[src/pkg/intc_pkg.sv]
// constants, carriers and helpers shared by the three-source interrupt controller
// assumes one 100 MHz clock and a core that reports instruction boundaries
package intc_pkg;

    // register port geometry and program counter width
    localparam int          ADDR_W          = 4;
    localparam int          DATA_W          = 8;
    localparam int          PC_W            = 12;

    // register offsets
    localparam logic [3:0]  REG_REQUEST     = 4'h0;
    localparam logic [3:0]  REG_ENABLE      = 4'h1;
    localparam logic [3:0]  REG_CONFIG      = 4'h2;
    localparam logic [3:0]  REG_STATUS      = 4'h3;

    // bit positions of the three sources inside request and enable registers
    localparam int          SRC_N           = 3;
    localparam int          BIT_TIMER8      = 0;
    localparam int          BIT_EXT         = 1;
    localparam int          BIT_INTERVAL    = 2;

    // config and status fields
    localparam int          CFG_EDGE_BIT    = 0;
    localparam int          STAT_LEVEL_BIT  = 0;
    localparam int          STAT_DEPTH_LSB  = 1;

    // reset values
    localparam logic [SRC_N-1:0] REQ_RESET  = 3'h0;
    localparam logic [SRC_N-1:0] EN_RESET   = 3'h0;

    // fixed vector addresses
    localparam logic [PC_W-1:0] VEC_TIMER8   = 12'h003;
    localparam logic [PC_W-1:0] VEC_EXT      = 12'h002;
    localparam logic [PC_W-1:0] VEC_INTERVAL = 12'h001;
    localparam logic [PC_W-1:0] VEC_NONE     = 12'h000;

    // hardware status stack
    localparam logic [1:0]  STACK_DEPTH     = 2'h3;
    localparam logic [1:0]  DEPTH_EMPTY     = 2'h0;
    localparam logic [1:0]  DEPTH_STEP      = 2'h1;

    typedef enum logic [1:0] {
        SRC_NONE     = 2'b00,
        SRC_INTERVAL = 2'b01,
        SRC_EXT      = 2'b10,
        SRC_TIMER8   = 2'b11
    } src_e;

    // status flags saved on acceptance
    typedef struct packed {
        logic decimal_mode;
        logic compare_flag;
        logic carry;
        logic zero;
        logic index_mode_flag;
    } status_flags_s;

    // one report from the instruction sequencer
    typedef struct packed {
        logic boundary;              // an instruction cycle ends this clock
        logic first_of_two;          // that cycle is the first of a two-cycle instruction
        logic accept_enable_instr;   // the ending instruction is the enable instruction
        logic accept_block_instr;    // the ending instruction is the disable instruction
        logic return_from_service_instr;
    } core_step_s;

    function automatic logic [PC_W-1:0] vector_of(input src_e src);
        case (src)
            SRC_TIMER8:   vector_of = VEC_TIMER8;
            SRC_EXT:      vector_of = VEC_EXT;
            SRC_INTERVAL: vector_of = VEC_INTERVAL;
            default:      vector_of = VEC_NONE;
        endcase
    endfunction : vector_of

    function automatic logic [SRC_N-1:0] onehot_of(input src_e src);
        case (src)
            SRC_TIMER8:   onehot_of = 3'h1 << BIT_TIMER8;
            SRC_EXT:      onehot_of = 3'h1 << BIT_EXT;
            SRC_INTERVAL: onehot_of = 3'h1 << BIT_INTERVAL;
            default:      onehot_of = 3'h0;
        endcase
    endfunction : onehot_of

endpackage : intc_pkg

[src/rtl/ext_edge_detect.sv]
// edge detector and level flag for the external request line
// assumes the pin is already synchronous to clk
`timescale 1ns/100ps
module ext_edge_detect (
    // clock and reset
    input  wire logic clk,
    input  wire logic reset,
    // pin and selection
    input  wire logic pin,
    input  wire logic edge_select_flag,
    // results
    output logic      level_reg,
    output logic      edge_pulse
);
    logic prev_reg;

    always_ff @(posedge clk or posedge reset) begin
        if (reset) begin
            prev_reg  <= 1'b0;
            level_reg <= 1'b0;
        end else begin
            prev_reg  <= pin;
            level_reg <= pin;
        end
    end

    // 0 takes rising, 1 takes falling
    always_comb begin
        if (edge_select_flag) begin
            edge_pulse = prev_reg & ~pin;
        end else begin
            edge_pulse = ~prev_reg & pin;
        end
    end

    property p_edge_falling;
        @(posedge clk) disable iff (reset)
        (edge_select_flag && $fell(pin)) |-> edge_pulse;
    endproperty
    a_edge_falling: assert property (p_edge_falling)
        else $error("falling edge missed");
endmodule : ext_edge_detect

[src/rtl/three_source_interrupt_ctrl.sv]
// three-source interrupt controller: request and enable flags, global accept
// enable, fixed priority and vectors, hardware status stack
// assumes the core reports each instruction boundary on core_step and applies
// the vector and restored flags that this block presents
`timescale 1ns/100ps

// Function
// accept jumps to vector 003h timer8, 002h external, 001h interval timer
// simultaneous requests taken one at a time: timer8, external, interval
// nothing accepted unless the global accept enable is set
// enable instruction sets the global accept enable
// disable instruction and each acceptance clear the global accept enable
// a new enable acts only after the following instruction completes
// acceptance pushes five status flags on a three-deep hardware stack
// service code saves data buffer and window register itself
// request flag set by its source, cleared when serviced
// each request has its own enable; taken only while enable is 1
// global accept enable is not readable by software
// reset clears the global accept enable
// external request set on the selected pin edge
// timer8 and interval timer requests come from their timers
// readable level flag mirrors the external pin
// external source can use rising or falling edges
// edge select 0 rising, 1 falling
// software may write request flags: 1 raises, 0 cancels
// service starts after the instruction ends; two-cycle ones after cycle two
// lower priority stays pending while higher is serviced
// hardware set beats the acceptance clear in the same cycle
// accept only with global enable, source enable and request all set
module three_source_interrupt_ctrl (
    // clock and reset
    input  wire logic                           clk,
    input  wire logic                           reset,
    // register port
    input  wire logic [intc_pkg::ADDR_W-1:0]    reg_addr,
    input  wire logic [intc_pkg::DATA_W-1:0]    reg_wdata,
    input  wire logic                           reg_wr,
    input  wire logic                           reg_rd,
    output logic      [intc_pkg::DATA_W-1:0]    reg_rdata,
    // instruction sequencer
    input  wire intc_pkg::core_step_s           core_step,
    input  wire intc_pkg::status_flags_s        core_flags,
    output logic                                accept_pulse,
    output logic      [intc_pkg::PC_W-1:0]      accept_vector,
    output logic                                restore_valid,
    output intc_pkg::status_flags_s             restore_flags,
    // request sources
    input  wire logic                           timer8_irq,
    input  wire logic                           interval_irq,
    input  wire logic                           ext_line_pin
);
    import intc_pkg::*;

    logic [SRC_N-1:0]   request_reg;
    logic [SRC_N-1:0]   request_next;
    logic [SRC_N-1:0]   enable_reg;
    logic               edge_select_flag;
    logic               global_enable_reg;
    logic [1:0]         depth_reg;
    status_flags_s      stack_mem [STACK_DEPTH];

    logic               ext_level;
    logic               ext_edge;
    logic [SRC_N-1:0]   hw_set;
    logic [SRC_N-1:0]   effective;
    src_e               winner;
    logic               take_point;
    logic               stack_full;
    logic               fire;
    logic               pop;
    logic               wr_request;
    logic [SRC_N-1:0]   win_onehot;

    logic [DATA_W-1:0]  rdata_reg;
    logic               accept_reg;
    logic [PC_W-1:0]    vector_reg;
    logic               restore_valid_reg;
    status_flags_s      restore_flags_reg;

    ext_edge_detect ext_edge_detect_inst (
        .clk              (clk),
        .reset            (reset),
        .pin              (ext_line_pin),
        .edge_select_flag (edge_select_flag),
        .level_reg        (ext_level),
        .edge_pulse       (ext_edge)
    );

    // hardware request sources
    always_comb begin
        hw_set               = '0;
        hw_set[BIT_TIMER8]   = timer8_irq;
        hw_set[BIT_EXT]      = ext_edge;
        hw_set[BIT_INTERVAL] = interval_irq;
    end

    assign effective = request_reg & enable_reg;

    // fixed priority; lower ones wait in request_reg until chosen
    always_comb begin
        if (effective[BIT_TIMER8]) begin
            winner = SRC_TIMER8;
        end else if (effective[BIT_EXT]) begin
            winner = SRC_EXT;
        end else if (effective[BIT_INTERVAL]) begin
            winner = SRC_INTERVAL;
        end else begin
            winner = SRC_NONE;
        end
    end

    // only the last cycle of an instruction is a legal point to branch
    assign take_point = core_step.boundary & ~core_step.first_of_two;
    assign stack_full = (depth_reg == STACK_DEPTH);

    // a return or disable ending now wins over a new acceptance at the same boundary;
    // acceptance with a full stack waits so saved flags are never overwritten
    assign fire = take_point & global_enable_reg & (winner != SRC_NONE)
                & ~stack_full
                & ~core_step.accept_block_instr
                & ~core_step.return_from_service_instr;
    assign pop  = take_point & core_step.return_from_service_instr & (depth_reg != DEPTH_EMPTY);
    assign wr_request = reg_wr & (reg_addr == REG_REQUEST);
    // named vector, since a bit select on a call result is not portable
    assign win_onehot = onehot_of(winner);

    // request flags: hardware set, then software write, then acceptance clear
    always_comb begin
        for (int i = 0; i < SRC_N; i++) begin
            if (hw_set[i]) begin
                request_next[i] = 1'b1;
            end else if (wr_request) begin
                request_next[i] = reg_wdata[i];
            end else if (fire && win_onehot[i]) begin
                request_next[i] = 1'b0;
            end else begin
                request_next[i] = request_reg[i];
            end
        end
    end

    always_ff @(posedge clk or posedge reset) begin
        if (reset) begin
            request_reg <= REQ_RESET;
        end else begin
            request_reg <= request_next;
        end
    end

    // software-owned configuration
    always_ff @(posedge clk or posedge reset) begin
        if (reset) begin
            enable_reg       <= EN_RESET;
            edge_select_flag <= 1'b0;
        end else if (reg_wr) begin
            if (reg_addr == REG_ENABLE) begin
                enable_reg <= reg_wdata[SRC_N-1:0];
            end
            if (reg_addr == REG_CONFIG) begin
                edge_select_flag <= reg_wdata[CFG_EDGE_BIT];
            end
        end
    end

    // global accept enable; set only at the enable instruction's last cycle, so
    // the earliest branch is at the end of the instruction after it
    always_ff @(posedge clk or posedge reset) begin
        if (reset) begin
            global_enable_reg <= 1'b0;
        end else if (fire) begin
            global_enable_reg <= 1'b0;
        end else if (take_point && core_step.accept_block_instr) begin
            global_enable_reg <= 1'b0;
        end else if (take_point && core_step.accept_enable_instr) begin
            global_enable_reg <= 1'b1;
        end
    end

    // hardware status stack; data buffer and window register are left to software
    always_ff @(posedge clk or posedge reset) begin
        if (reset) begin
            depth_reg <= DEPTH_EMPTY;
        end else if (fire) begin
            depth_reg <= depth_reg + DEPTH_STEP;
        end else if (pop) begin
            depth_reg <= depth_reg - DEPTH_STEP;
        end
    end

    always_ff @(posedge clk) begin
        if (fire) begin
            stack_mem[depth_reg] <= core_flags;
        end
    end

    // answers to the core
    always_ff @(posedge clk or posedge reset) begin
        if (reset) begin
            accept_reg <= 1'b0;
            vector_reg <= VEC_NONE;
        end else begin
            accept_reg <= fire;
            if (fire) begin
                vector_reg <= vector_of(winner);
            end
        end
    end

    always_ff @(posedge clk or posedge reset) begin
        if (reset) begin
            restore_valid_reg <= 1'b0;
            restore_flags_reg <= '0;
        end else begin
            restore_valid_reg <= pop;
            if (pop) begin
                restore_flags_reg <= stack_mem[depth_reg - DEPTH_STEP];
            end
        end
    end

    // read data for one cycle after the strobe; global enable has no address
    always_ff @(posedge clk or posedge reset) begin
        if (reset) begin
            rdata_reg <= '0;
        end else if (reg_rd) begin
            case (reg_addr)
                REG_REQUEST: rdata_reg <= DATA_W'(request_reg);
                REG_ENABLE:  rdata_reg <= DATA_W'(enable_reg);
                REG_CONFIG:  rdata_reg <= DATA_W'(edge_select_flag) << CFG_EDGE_BIT;
                REG_STATUS:  rdata_reg <= (DATA_W'(depth_reg) << STAT_DEPTH_LSB)
                                        | (DATA_W'(ext_level) << STAT_LEVEL_BIT);
                default:     rdata_reg <= '0;
            endcase
        end else begin
            rdata_reg <= '0;
        end
    end

    assign reg_rdata     = rdata_reg;
    assign accept_pulse  = accept_reg;
    assign accept_vector = vector_reg;
    assign restore_valid = restore_valid_reg;
    assign restore_flags = restore_flags_reg;

    property p_vector_timer8;
        @(posedge clk) disable iff (reset)
        (fire && effective[BIT_TIMER8]) |=> (accept_pulse && accept_vector == VEC_TIMER8);
    endproperty
    a_vector_timer8: assert property (p_vector_timer8)
        else $error("timer8 accept vector wrong");

    property p_priority;
        @(posedge clk) disable iff (reset)
        (accept_pulse && accept_vector == VEC_INTERVAL)
            |-> !$past(effective[BIT_TIMER8] || effective[BIT_EXT]);
    endproperty
    a_priority: assert property (p_priority)
        else $error("interval timer taken over higher priority");

    property p_needs_global;
        @(posedge clk) disable iff (reset)
        accept_pulse |-> $past(global_enable_reg);
    endproperty
    a_needs_global: assert property (p_needs_global)
        else $error("accept without global enable");

    property p_enable_sets;
        @(posedge clk) disable iff (reset)
        (take_point && core_step.accept_enable_instr && !core_step.accept_block_instr && !fire)
            |=> global_enable_reg;
    endproperty
    a_enable_sets: assert property (p_enable_sets)
        else $error("enable instruction did not set global enable");

    property p_accept_clears;
        @(posedge clk) disable iff (reset)
        accept_pulse |-> (!global_enable_reg && !fire);
    endproperty
    a_accept_clears: assert property (p_accept_clears)
        else $error("global enable still set after accept");

    property p_no_accept_after_ei;
        @(posedge clk) disable iff (reset)
        (take_point && core_step.accept_enable_instr && !$past(global_enable_reg, 1)
            && !global_enable_reg) |-> !fire;
    endproperty
    a_no_accept_after_ei: assert property (p_no_accept_after_ei)
        else $error("accept at the enable instruction boundary");

    // global enable may change only where an instruction really ends
    property p_enable_at_end;
        @(posedge clk) disable iff (reset)
        !take_point |=> $stable(global_enable_reg);
    endproperty
    a_enable_at_end: assert property (p_enable_at_end)
        else $error("global enable changed inside an instruction");

    property p_push;
        @(posedge clk) disable iff (reset)
        fire |=> (depth_reg == $past(depth_reg) + DEPTH_STEP);
    endproperty
    a_push: assert property (p_push)
        else $error("stack depth did not grow on accept");

    property p_serviced_clear;
        @(posedge clk) disable iff (reset)
        (fire && winner == SRC_INTERVAL && !hw_set[BIT_INTERVAL] && !wr_request)
            |=> !request_reg[BIT_INTERVAL];
    endproperty
    a_serviced_clear: assert property (p_serviced_clear)
        else $error("request flag not cleared on service");

    property p_source_enable;
        @(posedge clk) disable iff (reset)
        fire |-> |(onehot_of(winner) & enable_reg & request_reg);
    endproperty
    a_source_enable: assert property (p_source_enable)
        else $error("accepted a masked source");

    property p_boundary_only;
        @(posedge clk) disable iff (reset)
        accept_pulse |-> $past(core_step.boundary && !core_step.first_of_two);
    endproperty
    a_boundary_only: assert property (p_boundary_only)
        else $error("accept inside an instruction");

    property p_set_wins;
        @(posedge clk) disable iff (reset)
        (fire && winner == SRC_TIMER8 && timer8_irq) |=> request_reg[BIT_TIMER8];
    endproperty
    a_set_wins: assert property (p_set_wins)
        else $error("new timer8 request lost on accept");

    property p_ext_edge;
        @(posedge clk) disable iff (reset)
        ext_edge |=> request_reg[BIT_EXT];
    endproperty
    a_ext_edge: assert property (p_ext_edge)
        else $error("external edge did not set request");

    property p_level;
        @(posedge clk) disable iff (reset)
        ##1 (ext_level == $past(ext_line_pin));
    endproperty
    a_level: assert property (p_level)
        else $error("level flag does not follow pin");
endmodule : three_source_interrupt_ctrl

[config.mk]
export PLATFORM = sky130hd
export DESIGN_NAME = three_source_interrupt_ctrl
export DESIGN_NICKNAME = d
export VERILOG_FILES = /design/src/pkg/intc_pkg.sv /design/src/rtl/ext_edge_detect.sv /design/src/rtl/three_source_interrupt_ctrl.sv
export SDC_FILE = /design/constraint.sdc
export NUM_CORES = 1
export LEC_CHECK = 0
export BUFFER_PORTS_ARGS = -buffer_cell sky130_fd_sc_hd__buf_2
export CORE_ASPECT_RATIO = 0.8
export CORE_MARGIN = 2
export CORE_UTILIZATION = 50
export CTS_BUF_LIST = sky130_fd_sc_hd__clkbuf_16
export DETAILED_ROUTE_END_ITERATION = 7
export GPL_ROUTABILITY_DRIVEN = 1
export PLACE_DENSITY_LB_ADDON = 0.1
export SLEW_MARGIN = 20
export SYNTH_ARGS = -nofsm -noshare
export SYNTH_HDL_FRONTEND = slang
export SYNTH_HIERARCHICAL = 1
export SYNTH_SLANG_ARGS = --single-unit
[constraint.sdc]
create_clock -name clk -period 2.75 [get_ports clk]
set_clock_uncertainty 0.2 [all_clocks]
set_input_delay 0.1375 -clock clk [delete_from_list [all_inputs] [get_ports clk]]
set_output_delay 0.1375 -clock clk [all_outputs]
set_load 0.01 [all_outputs]
==> After elaboration in Yosys (flattened, before gate mapping) <==
Memories as Yosys holds them, arrays and structs flattened. A register that Yosys moved wholly into a read port is not among the register bits.
Index checks and enable logic that the tools add are counted.
{ "word_totals": {"ff_bits": 33, "mem_bits_rw": 15, "input_bits": 29, "out_inout_bits": 27, "elab_cells": 80, "mem_count": 1} }
{ "mem_list": {"columns": ["name", "depth", "width", "read_ports", "rd_clocked_by_memory_dff", "write_ports", "line_no", "text"], "rows": [
  ["stack_mem", 3, 5, 1, 1, 1, "three_source_interrupt_ctrl.sv:60", "status_flags_s stack_mem [STACK_DEPTH];"]
]} }
{ "op_classes": {"n_addsub": 2, "n_eq_ne": 7, "n_mux": 24, "bitwise_logic": 19, "n_reduce_logical": 15} }
{ "op_table": {"columns": ["cell", "count"], "rows": [
  ["1-bit 2-to-1 mux", 16],
  ["3-bit one-hot mux with 4 select lines", 1],
  ["3-bit nonzero test", 4],
  ["1-bit bitwise AND", 11],
  ["3-bit one-hot mux with 3 select lines", 1],
  ["4-bit by 2-bit == test with 1-bit output (second input constant)", 2],
  ["2-bit 2-to-1 mux", 4],
  ["8-bit 2-to-1 mux", 1],
  ["2-bit == test (second input constant)", 3],
  ["1-bit NOT", 6],
  ["2-bit one-hot mux with 3 select lines", 1],
  ["2-bit nonzero test", 3],
  ["1-bit logical AND", 5],
  ["4-bit by 1-bit == test with 1-bit output (second input constant)", 1],
  ["4-bit zero test", 1],
  ["2-bit AND reduction", 2],
  ["3-bit bitwise AND", 1],
  ["3-bit by 1-bit bitwise OR with 3-bit output", 1],
  ["2-bit by 1-bit adder with 2-bit output (second input constant)", 1],
  ["2-bit by 1-bit == test with 1-bit output (second input constant)", 1],
  ["2-bit by 1-bit subtractor with 2-bit output (second input constant)", 1]
]} }

==> Depth between registers and ports, before layout <==
{ "logic_depth": {"ltp_word": 13, "depth_mapped": 7, "depth_no_buf": 5} }

==> By module <==
Netlist, hierarchy kept.
{ "by_module_without_submodules": {"columns": ["module", "instances", "cells_each", "area_each_um2", "seq_area_each_um2"], "rows": [
  ["three_source_interrupt_ctrl", 1, 145, 1785.5, 1001.0],
  ["ext_edge_detect", 1, 5, 51.3, 25.0]
]} }

==> Worst setup path after synthesis <==
No wires, ideal clock.
{ "synth_path": {"kind": "flip-flop to flip-flop", "startpoint": "register depth_reg[0]", "endpoint": "register depth_reg[1]", "setup_time_ps": 126, "arrival_time_ps": 2133, "required_time_ps": 2424, "setup_slack_ps": 291, "path_stages_with_launch": 7, "n_path_buf": 1, "synth_period_minus_slack_ps": 2459, "path_cell_list": "dfrtp_1 > clkbuf_1 > inv_1 > ha_1 > or3b_2 > o32a_1 > a221o_1"} }
{ "synth_via": {"elab_chain_len": 6, "word_cells_on_any_way": 12, "classes_between": "add/sub (2); eq/ne (1); mux (2); bitwise (5); reduce/logical (2)"} }
{ "synth_lines": {"columns": ["element", "line_no", "text"], "rows": [
  ["start, declared", "three_source_interrupt_ctrl.sv:59", "logic [1:0] depth_reg;"],
  ["start signal, assigned", "three_source_interrupt_ctrl.sv:184", "depth_reg <= depth_reg + DEPTH_STEP;"],
  ["start signal, assigned", "three_source_interrupt_ctrl.sv:186", "depth_reg <= depth_reg - DEPTH_STEP;"],
  ["2-bit == test", "three_source_interrupt_ctrl.sv:114", "assign stack_full = (depth_reg == STACK_DEPTH);"],
  ["1-bit NOT", "three_source_interrupt_ctrl.sv:119", "& ~stack_full"],
  ["1-bit bitwise AND", "three_source_interrupt_ctrl.sv:119", null],
  ["1-bit bitwise AND", "three_source_interrupt_ctrl.sv:120", "& ~core_step.accept_block_instr"],
  ["1-bit bitwise AND", "three_source_interrupt_ctrl.sv:121", "& ~core_step.return_from_service_instr;"],
  ["2-bit 2-to-1 mux / 2-bit nonzero test (equally long branches)", null, null]
]} }
Several ways; a longest one is shown, not always the timed one. The select of a mux whose other input is x is not followed.
A chain may end at the register's enable or synchronous reset.

==> Worst setup path in the final report <==
{ "layout_path": {"startpoint": "register depth_reg[1]", "endpoint": "register request_reg[2]"} }
{ "layout_via": {"elab_chain_len": 7} }
{ "layout_lines": {"columns": ["element", "line_no", "text"], "rows": [
  ["2-bit == test", "three_source_interrupt_ctrl.sv:114", null],
  ["1-bit NOT", "three_source_interrupt_ctrl.sv:119", null],
  ["1-bit bitwise AND", "three_source_interrupt_ctrl.sv:119", null],
  ["1-bit bitwise AND", "three_source_interrupt_ctrl.sv:120", null],
  ["1-bit bitwise AND", "three_source_interrupt_ctrl.sv:121", null],
  ["1-bit logical AND", "three_source_interrupt_ctrl.sv:134", "end else if (fire && win_onehot[i]) begin"],
  ["3-bit nonzero test (no line)", null, null],
  ["end signal, assigned", "three_source_interrupt_ctrl.sv:146", "request_reg <= request_next;"],
  ["end, declared", "three_source_interrupt_ctrl.sv:54", "logic [SRC_N-1:0] request_reg;"]
]} }
No other way between the ends.

==> impl_summary.txt <==
----------------------------------------------------
[Synth]
  Predominant post-synthesis flop cell ... sky130_fd_sc_hd__dfrtp_1
  Warnings from Yosys ... 6
  Distinct cells, synth ... 42
  EDFF count, synth ... 15
  Average cell area after synthesis ... 12.2 um2
  Number of register bits inferred by synthesis ... 38
  Summed instance area of the synthesized netlist ... 1840 um2
  Post-synthesis async set-or-reset flop share ... 0.605
  Fraction of the yosys area taken by sequential cells ... 0.559
  Cells after synthesis ... 150

[Routing]
  Vias post-DR ... around 1,300
  Routed wire length per instance ... about 15 um
  Routed wire length ... approximately 3700 um
  DRC marker count from the first detailed-route iteration ... 66
  Via/cell ratio ... 5.33
  DRC violations left ... 0
  Drt pass-1 iters ... 4
  Antenna viol nets, final ... 0

[Final layout]
  Footprint of the flip-flops and latches ... 1030 um2
  Number of nets in the layout ... ~240
  Cell area after layout ... between 2000 and 2500 um2
  Fraction of layout instances using a drive strength above 1 ... 0.263
  Filler Cells Inserted ... 268
  Top library cells by usage in the layout, fill and taps aside ... sky130_fd_sc_hd__buf_2, sky130_fd_sc_hd__dfrtp_1, sky130_fd_sc_hd__dlygate4sd3_1
  Inserted Diodes ... 0
  Most common cell after layout, fill and taps aside ... sky130_fd_sc_hd__buf_2
  Largest register FFs ... 15
  Synthesis-to-layout area growth ... 27.0%
  Multi-input gate area in the final layout ... between 600 and 700 um2

[Global route]
  Initial antenna violation count ... 0
  Largest net degree at the start of global routing ... 23
  Global routing usage summed across all routing layers ... 0.194
  Global-route wire length before repair ... around 6000 um
  Number of global-route vias before repair ... 1,291
  Gr ovfl total ... 0

[Critical path]
  Length in cells of the worst reg-to-reg path ... 5
  End of the critical path ... request_reg[2]
  Top cell family by delay on the critical path ... simple AND/OR/NAND/NOR gates
  Buffer and inverter count on the worst path ... 1
  Setup CP Type ... flip-flop to flip-flop
  Cell with the largest stage delay on the worst path ... sky130_fd_sc_hd__dlygate4sd3_1
  Levels on crit path ... 5
  Flop-to-flop setup slack ... between 0.15 and 0.2 ns
  Critical path startpoint category ... flip-flop
  Reg-to-reg endpoint ... request_reg[2]
  Maximum single-stage delay on the critical path ... a little under 0.6 ns
  Worst setup path startpoint ... depth_reg[1]
  Series of cell instances along the critical path ... ha_1 -> or4b_4 -> nor4_1 -> o221ai_1 -> dlygate4sd3_1
  Launch instance of the worst register-to-register path ... depth_reg[1]
  Crit path DAT ... about 2.5 ns
  Type of destination of the critical path ... flip-flop
  Required time of the critical path ... approximately 2.7 ns
  Critical-path maximum fanout ... 5

[Clock tree]
  Clock sinks ... 38
  Number of H-tree levels ... 2
  Clock transition at the register clock pins on the worst setup and hold paths after CTS ... ~0.050 ns
  Insertion delay to the later sink of the worst-skew pair ... 0.28 ns
  Num CTS Buffers ... 5
  CTS Hold Buffers Added ... 18
  Maximum buffer depth of the clock tree ... 2
  TritonCTS clock tree ... built
  Post-CTS sizing ... 0
  Setup Fix Bufs, Post-CTS ... 0
  Buffer type at the clock tree root ... sky130_fd_sc_hd__clkbuf_16

[Flow run]
  Max capacitance violation total ... 0

[Floorplanning]
  Area of the die ... around 4200 um2
  Count of boundary I/O pins ... 56
  Starting Density ... 0.529
  Y dimension of the die ... roughly 58 um
  Core footprint ... roughly 3500 um2
  Cell row count ... 19
  Die boundary width ... between 70 and 80 um

[Placed design]
  Placed wire-length estimate after detailed placement ... roughly 2500 um
  DP Area ... about 2000 um2
  Number of buffer cells added on primary ports ... 35
  Gp weighted congestion ... a little under 0.9

[STA]
  Worst slew slack as a fraction of its limit ... 0.431
  Unrepaired setup endpoints after global routing ... false
  Max Clk Rate ... slightly below 0.4 GHz
  Min Clock Period, post-route ... 2.57 ns
  Final worst-path cycle share ... 0.933
  Post-route setup TNS ... 0 ns
  Final-report setup violation count ... 0
  Slew at the pin closest to its max-slew limit ... between 0.8 and 0.9 ns
  Final hold violation count ... 0
  Count of final max-slew check failures ... 0

[Outcome]
  Status ... complete, no violations

[Power]
  Leakage power ... roughly 1.1 nW
  Areal power density over the cells ... just under 800 nW/um2
  Worst supply voltage drop on vdd ... around 470 uV
  Overall power ... between 0.0015 and 0.002 W

[Worst hold path]
  Path category of the worst min-delay check ... input pin to flip-flop
  Count of cells along the worst hold path ... 3

----------------------------------------------------
[where the power goes]
part           internal, W  total [W]  switching, W
Combinational     0.000245   0.000518      0.000273
Sequential        0.000681   0.000750     0.0000689
Clock             0.000327   0.000530      0.000203
Total              0.00125    0.00180      0.000546
[cell usage after synthesis (2+ instances only)]
| cell type | instances | area share |
|---|---|---|
| sky130_fd_sc_hd__o21ai_0 | 3 | 0.0082 |
| sky130_fd_sc_hd__dfrtp_1 | 23 | 0.31 |
| sky130_fd_sc_hd__a311o_1 | 2 | 0.011 |
| sky130_fd_sc_hd__and3_1 | 3 | 0.010 |
| sky130_fd_sc_hd__ha_1 | 4 | 0.027 |
| sky130_fd_sc_hd__and2_1 | 3 | 0.010 |
| sky130_fd_sc_hd__buf_4 | 15 | 0.061 |
| sky130_fd_sc_hd__mux2_2 | 4 | 0.025 |
| sky130_fd_sc_hd__edfxtp_1 | 15 | 0.25 |
| sky130_fd_sc_hd__mux2i_1 | 7 | 0.038 |
| sky130_fd_sc_hd__nor2_1 | 9 | 0.018 |
| sky130_fd_sc_hd__inv_1 | 10 | 0.020 |
| sky130_fd_sc_hd__nor3b_1 | 2 | 0.0082 |
| sky130_fd_sc_hd__clkbuf_1 | 4 | 0.0082 |
| sky130_fd_sc_hd__nand2b_1 | 3 | 0.010 |
| sky130_fd_sc_hd__nand2_1 | 4 | 0.0082 |
| sky130_fd_sc_hd__nand3_1 | 3 | 0.0082 |
| sky130_fd_sc_hd__a211oi_1 | 6 | 0.025 |
| sky130_fd_sc_hd__nand4_1 | 2 | 0.0068 |
| sky130_fd_sc_hd__a21o_1 | 5 | 0.020 |
| sky130_fd_sc_hd__or4b_4 | 2 | 0.015 |
[cell type report]
cell class              instances  share of cell area
flip-flops and latches         38               0.440
repair buffers                 57               0.165
clock buffers                   5              0.0536
inverters                      10              0.0161
clock inverters                 3             0.00536
multi-input cells              96               0.297
well taps                      42              0.0225
[metal layers]
metal  wire [um]  GRT usage  vias to the layer above
met5           0          0                        -
met4          70     0.0728                        0
met3         289     0.0435                        7
met2        1710      0.319                       61
met1        1600      0.255                      638
li1            -          -                      633
[worst min path at each step]
stage	start	to	slack, ns
after global routing	reg_addr[3]	reg_rdata[0]	0.03
after floorplan	reset	ext_edge_detect_inst/prev_reg	-0.33
after CTS	reg_addr[3]	reg_rdata[2]	0.003
final	reg_addr[3]	reg_rdata[2]	0.01
after detailed placement	reset	ext_edge_detect_inst/prev_reg	-0.21
after global placement	reset	ext_edge_detect_inst/prev_reg	-0.22
[metrics by stage]
step,util,instances,hold WS (ns),worst slack [ns]
6_report,0.672,251,0.0134,0.184
5_1_grt,0.672,251,0.0273,0.0509
4_1_cts,0.672,251,0.00260,0.184
3_3_place_gp,0.580,225,-0.221,0.523
2_1_floorplan,-,164,-0.334,0.291
3_5_place_dp,0.580,225,-0.210,0.444
[tightest hold or removal path: cells and delay by family]
kind,cells,cell delay (ns)
simple gates,2,0.23
buf+inv,1,0.09
[cells by family after synthesis]
| logic type | count (synthesis) | synth area share |
|---|---|---|
| compound gates | 27 | 0.116 |
| xor+xnor | 1 | 0.00477 |
| fa+ha+maj | 4 | 0.0272 |
| buf+inv | 30 | 0.0926 |
| flops | 38 | 0.559 |
| mux | 12 | 0.0749 |
| other cells | 1 | 0.00204 |
| simple gates | 37 | 0.123 |
Power figures use the tool's default switching activity.
